===== config.mk =====
export PLATFORM = sky130hd
export DESIGN_NAME = pcr_core_reset
export DESIGN_NICKNAME = d
export VERILOG_FILES = /design/src/logic/pcr_pkg.sv /design/src/logic/pcr_core_reset.sv
export SDC_FILE = /design/constraint.sdc
export NUM_CORES = 1
export LEC_CHECK = 0
export BUFFER_PORTS_ARGS = -buffer_cell sky130_fd_sc_hd__buf_2
export CAP_MARGIN = 20
export CORE_ASPECT_RATIO = 0.75
export CORE_MARGIN = 2
export CORE_UTILIZATION = 35
export CTS_CLUSTER_DIAMETER = 40
export DETAILED_ROUTE_END_ITERATION = 12
export GPL_TIMING_DRIVEN = 0
export REMOVE_ABC_BUFFERS = 1
export SYNTH_ARGS = -nofsm -noshare
export SYNTH_HDL_FRONTEND = slang
export SYNTH_SLANG_ARGS = --single-unit

===== constraint.sdc =====
create_clock -name sys_clk -period 1.14 [get_ports sys_clk]
set_input_delay 0 -clock sys_clk [delete_from_list [all_inputs] [get_ports sys_clk]]
set_output_delay 0 -clock sys_clk [all_outputs]
set_load 0.1 [all_outputs]

===== src/logic/pcr_pkg.sv =====
// Purpose: Shared constants for the core clock and reset boundary.
// Assumes: One system clock at 10 MHz.
// Notes: Counts are in sys_clk cycles.
package pcr_pkg;
   // Clock period in nanoseconds
   localparam int CLK_PERIOD_NS = 100;
   // Core clock divide ratio, half period in sys_clk cycles
   localparam int CORE_HALF_DIV = 1;
   // Reset pulse stretch after a falling edge, in nanoseconds
   localparam int RST_STRETCH_NS = 800;
   // Stretch length derived from the clock rate, rounded up
   localparam int RST_STRETCH_CYC =
      (RST_STRETCH_NS + CLK_PERIOD_NS - 1) / CLK_PERIOD_NS;
   // Width of the stretch counter
   localparam int RST_CNT_W = 4;
   // Reset states
   typedef enum logic [1:0]
   {
      PCR_RUN = 2'h0,
      PCR_HOLD = 2'h1
   } pcr_state_t;
endpackage : pcr_pkg


===== src/logic/pcr_core_reset.sv =====
// What this block does
// - Drive a fixed-frequency core clock output.
// - Core reset is active low, pulls datapath reset and reset status low.
// - Output active-low reset status from either reset.
// - Board reset pulls datapath reset and reset status low.
// - Each instance has its own board reset pin.
//
// Purpose: Clock and reset boundary of one core instance.
// Assumes: sys_clk is the free-running reference clock.
// Notes: Reset pins are asynchronous and pass a 3-stage filter.
`timescale 1ns/1ps
module pcr_core_reset #(
   parameter int STRETCH = pcr_pkg::RST_STRETCH_CYC
)
(
   // Clock and system reset
   input wire logic sys_clk,
   input wire logic rst_n,
   // Reset pins of this instance
   input wire logic coreRst_n,
   input wire logic boardRst_n,
   // Core clock and reset status
   output logic coreClk,
   output logic resetStatus_n,
   // Datapath reset seen by the core internals
   output logic datapathRst_n
);
   // Synchroniser chains, stage 0 read only by stage 1
   logic [2:0] coreSync;
   logic [2:0] boardSync;
   // Filtered, debounced levels
   logic coreLvl;
   logic boardLvl;
   // Core reset state and stretch counter
   pcr_pkg::pcr_state_t state;
   logic [pcr_pkg::RST_CNT_W-1:0] holdCnt;
   // Cycles spent in hold since it last started, a checking aid only
   logic [pcr_pkg::RST_CNT_W:0] holdAge;
   // Core clock divider count
   logic [pcr_pkg::RST_CNT_W-1:0] divCnt;
   // Falling edge on the filtered core reset
   logic coreFall;

   // Three-stage synchronisers for both pins
   always_ff @(posedge sys_clk)
   begin
      if (!rst_n)
      begin
         coreSync <= 3'h7;
         boardSync <= 3'h7;
      end
      else
      begin
         coreSync <= {coreSync[1:0], coreRst_n};
         boardSync <= {boardSync[1:0], boardRst_n};
      end
   end

   // A level changes only when stages two and three agree
   always_ff @(posedge sys_clk)
   begin
      if (!rst_n)
      begin
         coreLvl <= 1'h1;
         boardLvl <= 1'h1;
      end
      else
      begin
         if (coreSync[1] == coreSync[2])
            coreLvl <= coreSync[2];
         if (boardSync[1] == boardSync[2])
            boardLvl <= boardSync[2];
      end
   end

   // Edge, not level: only a falling edge starts a core reset
   assign coreFall = coreLvl && (coreSync[1] == coreSync[2])
                     && !coreSync[2];

   // Core reset lasts STRETCH cycles from its last falling edge; holding the pin low does
   // not extend it, so custom logic cannot lean on the pin level
   always_ff @(posedge sys_clk)
   begin
      if (!rst_n)
      begin
         state <= pcr_pkg::PCR_HOLD;
         holdCnt <= '0;
      end
      else
      begin
         unique case (state)
            pcr_pkg::PCR_RUN:
            begin
               if (coreFall)
               begin
                  state <= pcr_pkg::PCR_HOLD;
                  holdCnt <= '0;
               end
            end
            pcr_pkg::PCR_HOLD:
            begin
               if (coreFall)
                  holdCnt <= '0;
               else if (holdCnt ==
                        pcr_pkg::RST_CNT_W'(STRETCH - 1))
                  state <= pcr_pkg::PCR_RUN;
               else
                  holdCnt <= holdCnt + 1'h1;
            end
            default:
               state <= pcr_pkg::PCR_HOLD;
         endcase
      end
   end

   // Independent age of the hold; a level-held reset would let it run
   // past the stretch, which the edge-only check below would catch
   always_ff @(posedge sys_clk)
   begin
      if (!rst_n)
         holdAge <= '0;
      else if (coreFall || (state == pcr_pkg::PCR_RUN))
         holdAge <= '0;
      else if (holdAge != '1)
         holdAge <= holdAge + 1'h1;
   end

   // Fixed-ratio core clock from the free-running reference
   always_ff @(posedge sys_clk)
   begin
      if (!rst_n)
      begin
         divCnt <= '0;
         coreClk <= 1'h0;
      end
      else if (divCnt ==
               pcr_pkg::RST_CNT_W'(pcr_pkg::CORE_HALF_DIV - 1))
      begin
         divCnt <= '0;
         coreClk <= !coreClk;
      end
      else
         divCnt <= divCnt + 1'h1;
   end

   // Registered reset outputs, either source pulls status low
   always_ff @(posedge sys_clk)
   begin
      if (!rst_n)
      begin
         resetStatus_n <= 1'h0;
         datapathRst_n <= 1'h0;
      end
      else
      begin
         resetStatus_n <= (state == pcr_pkg::PCR_RUN)
                          && boardLvl;
         datapathRst_n <= boardLvl && (state == pcr_pkg::PCR_RUN);
      end
   end
endmodule : pcr_core_reset


==> results.txt <==
The run finished, with violations left. The final reports fail on negative setup slack. After layout, the design draws a total of 1.148 mW. After detailed routing, the total wire length is 1242 um. The per-cell routed wire length is 10.71 um, and the max-cap check violation count is 0. Compared with the post-synthesis result, the final layout area differs by 37.54%. The min-delay analysis places its worst path in the category input pin to flip-flop. For the reported net switching power, the log shows 276.3 uW. The final-stage net count is 100. Number of global-route vias before repair: 513. Depth of the CTS H-tree: 1. The cell count of the worst hold path was 2. The slowest stage of the critical path is the or3b_4 cell. The global-route wire length before repair came out at 2090 um. The final instance area came out at 967.2 um2. The number of clock buffers added by TritonCTS is 3.

The tree is rooted in a clkbuf_4. The tools report the final max-slew violation count as 0. The number of cells on the critical path is 5, and the die span in x is 55.76 um. The post-synthesis cell count is 70, and the initial antenna violation count is 0. The post-detailed-route via-to-cell ratio was 4.957.

The critical path is of the flip-flop to flip-flop type. The relative slew slack is 0.6802. Yosys printed 0 warnings. TritonCTS built the clock tree.

The cell family contributing the most delay on the critical path is simple AND/OR/NAND/NOR gates. At the worst endpoint, the arrival time is 1.49 ns. For the pin with the worst max-slew slack, the measured transition is 0.4831 ns.

The stage delay of the slowest cell on the critical path was 0.39 ns. The top cell types in the final layout, fill and taps aside, are dfxtp_1, nand2b_1, buf_4. Setup repair after global routing could not meet its margin everywhere. At the end of routability-driven placement, the weighted congestion stood at 0.6276. The number of endpoints with negative hold slack in the final report was 0; the number of filler cells placed in the layout was 188. The total number of placement rows came out at 14. Summed over all layers, the global routing overflow is 0. The tools report the number of antenna-violating nets in the routed design as 0. Setup violations remaining at the end of the flow were counted as 5. The part of the Yosys area used for sequential elements was 0.5409; the worst reg2reg path depth was 5. Power spread over the standard cell area amounts to 1187 nW/um2.

The fraction of final layout cells sized beyond drive strength 1 is 0.3478. The clock network fraction of total power is 0.291. Summing over every cut layer, the via total after detailed routing is 575. The worst setup path is captured at a flip-flop.

IR analysis of the VDD net gives a maximum drop of 0.8879 mV. The setup clock skew after layout is 0.01233 ns, and the area of placed instances is 752.0 um2. The maximum fanout encountered on the critical timing path is 3.

Number of buffers and inverters on the critical path: 2. The number of port buffers is 6. The y dimension of the die is 42.82 um. The logs give 0.616 for the proportion of power drawn by flip-flops and latches and 0.1156 for the overall routing resource usage.

Summed over all nets, the half-perimeter wirelength after detailed placement is 654.8 um. The repair_antennas step left the layout with diodes totalling 0. The tools report the clock net sink count as 19.

The routed design could run at a clock period as short as 1.281 ns. The clock passes through at most 2 buffers. The synthesized netlist contains 24 unique library cells. Traced cell by cell, the critical path runs through inv_2, ha_4, or3b_4, buf_4, and3_4.

The total internal power was 871.4 uW; the minimum setup slack in the final design was -0.1409 ns. The tools report the effective utilization at floorplan as 0.3616. The summed negative setup slack over all endpoints came out at -0.4251 ns. In the routed design, unresolved DRC markers number 0.

Period utilization: 1.124. The core area was 1944 um2; the switching portion of total power was 0.2407. Fraction of registers with async set or reset after synthesis: 0. The insertion delay of the later-clocked pin in the worst-skew pair came out at 0.30 ns. Counting flops and latches in the post-synthesis netlist gives 19. STA puts the critical path data required time at 1.35 ns.

The iteration count of the initial detailed-routing pass came out at 4. Dividing the synthesized area by the synthesized cell count gives 10.05 um2. The worst setup path is launched from a flip-flop. The combinational share of power is 0.093. Static timing analysis puts the maximum clock frequency at 780.7 MHz. For this run, the leading register cell type out of synthesis is dfxtp_1.

Yosys mapped a number of flops with a built-in enable equal to 0. The floorplan step defined a die boundary enclosing 2387 um2. In this run, the number of DRC markers left after iteration 0 of detailed routing was 5. The static leakage is 0.4016 nW, and the I/O pin total is 7. After clock tree synthesis, the clock-pin slew on the worst setup and hold paths is 0.11 ns. The largest net degree at the start of global routing is 12. The combined area of all synthesized cells came out at 703.2 um2. Leaving out fill and tap cells, the most frequent cell in the layout is dfxtp_1.
[kinds of logic (layout without fill, tap and decap cells)]
logic type	after synthesis	after routing	share of synthesized area
flip-flops	19	19	0.5409
AND/OR/NAND/NOR	27	27	0.2402
XOR/XNOR	2	2	0.02492
adder cells (fa/ha/maj)	3	3	0.05339
buffers and inverters	6	28	0.03736
AO/OA/AOI/OAI	13	13	0.1032
[registers in the layout (all words and copies together) (netlist names)]
signal,cells
datapathRst_n,1
coreLvl,1
coreSync,3
boardSync,3
divCnt,4
state,1
holdCnt,4
coreClk,1
boardLvl,1
[stage by stage]
| step | cells | utilization | setup WS [ns] | hold WS, ns |
|---|---|---|---|---|
| 6_report | 116 | 0.4974 | -0.1409 | 0.05666 |
| 5_1_grt | 116 | 0.4974 | -0.1950 | 0.06975 |
| 4_1_cts | 113 | 0.4730 | -0.1314 | 0.05107 |
| 3_5_place_dp | 98 | 0.3867 | -0.1867 | 0.1841 |
| 3_3_place_gp | 98 | 0.3867 | -0.1907 | 0.1853 |
| 2_1_floorplan | 68 | - | -0.4132 | 0.07304 |
[final cells by class]
| type | instances | area (um2) | area share |
|---|---|---|---|
| timing repair buffer | 20 | 153.9 | 0.1591 |
| tap | 24 | 30.03 | 0.03105 |
| multi-input combinational | 45 | 352.8 | 0.3648 |
| inverter | 4 | 15.01 | 0.01552 |
| sequential | 19 | 387.9 | 0.4010 |
| clock inverter | 1 | 5.005 | 0.005175 |
| clock buffer | 3 | 22.52 | 0.02329 |
[synth_stat cells, types with 2 or more instances]
cell type,count,share of area
nand3_1,2,0.014
a21oi_1,6,0.043
nand2b_1,8,0.071
nor2_1,2,0.011
dfxtp_1,19,0.54
and2_1,2,0.018
and3_1,3,0.027
or3_1,2,0.018
ha_1,3,0.053
inv_1,4,0.021
nand3b_1,2,0.021
xnor2_1,2,0.025
o21ai_0,4,0.028
[repair_timing]
action,4_1_cts,5_1_grt
endpoints found under the setup margin,8,6
setup buffers,5,3
hold buffers,6,0
gates resized for setup,13,6
endpoints found under the hold margin,4,0
pin swaps,7,3
[worst paths after layout]
check	start	endpoint	slack, ns
max	divCnt[0]$_SDFF_PP0_	divCnt[0]$_SDFF_PP0_	-0.14
min	rst_n	coreClk$_SDFFE_PN0N_	0.06
max reg2reg	divCnt[0]$_SDFF_PP0_	divCnt[0]$_SDFF_PP0_	-0.14
min reg2reg	coreSync[0]$_SDFF_PN1_	coreSync[1]$_SDFF_PN1_	0.43
[power groups by stage]
stage	logic [mW]	clock network, mW	registers [mW]
2_1_floorplan	0.0317	0	0.733
3_3_place_gp	0.0698	0	0.714
3_5_place_dp	0.0705	0	0.715
4_1_cts	0.0987	0.348	0.704
5_1_grt	0.117	0.376	0.710
6_report	0.107	0.334	0.707
[routing by layer]
metal  vias to the layer above  global-route usage  routed length, um
met5                         -                   0                  0
met4                         0             0.05854                 38
met3                         4             0.05488                 58
met2                        14              0.1881                603
met1                       275              0.1271                541
li1                        282                   -                  -
Power figures use the tool's default switching activity.
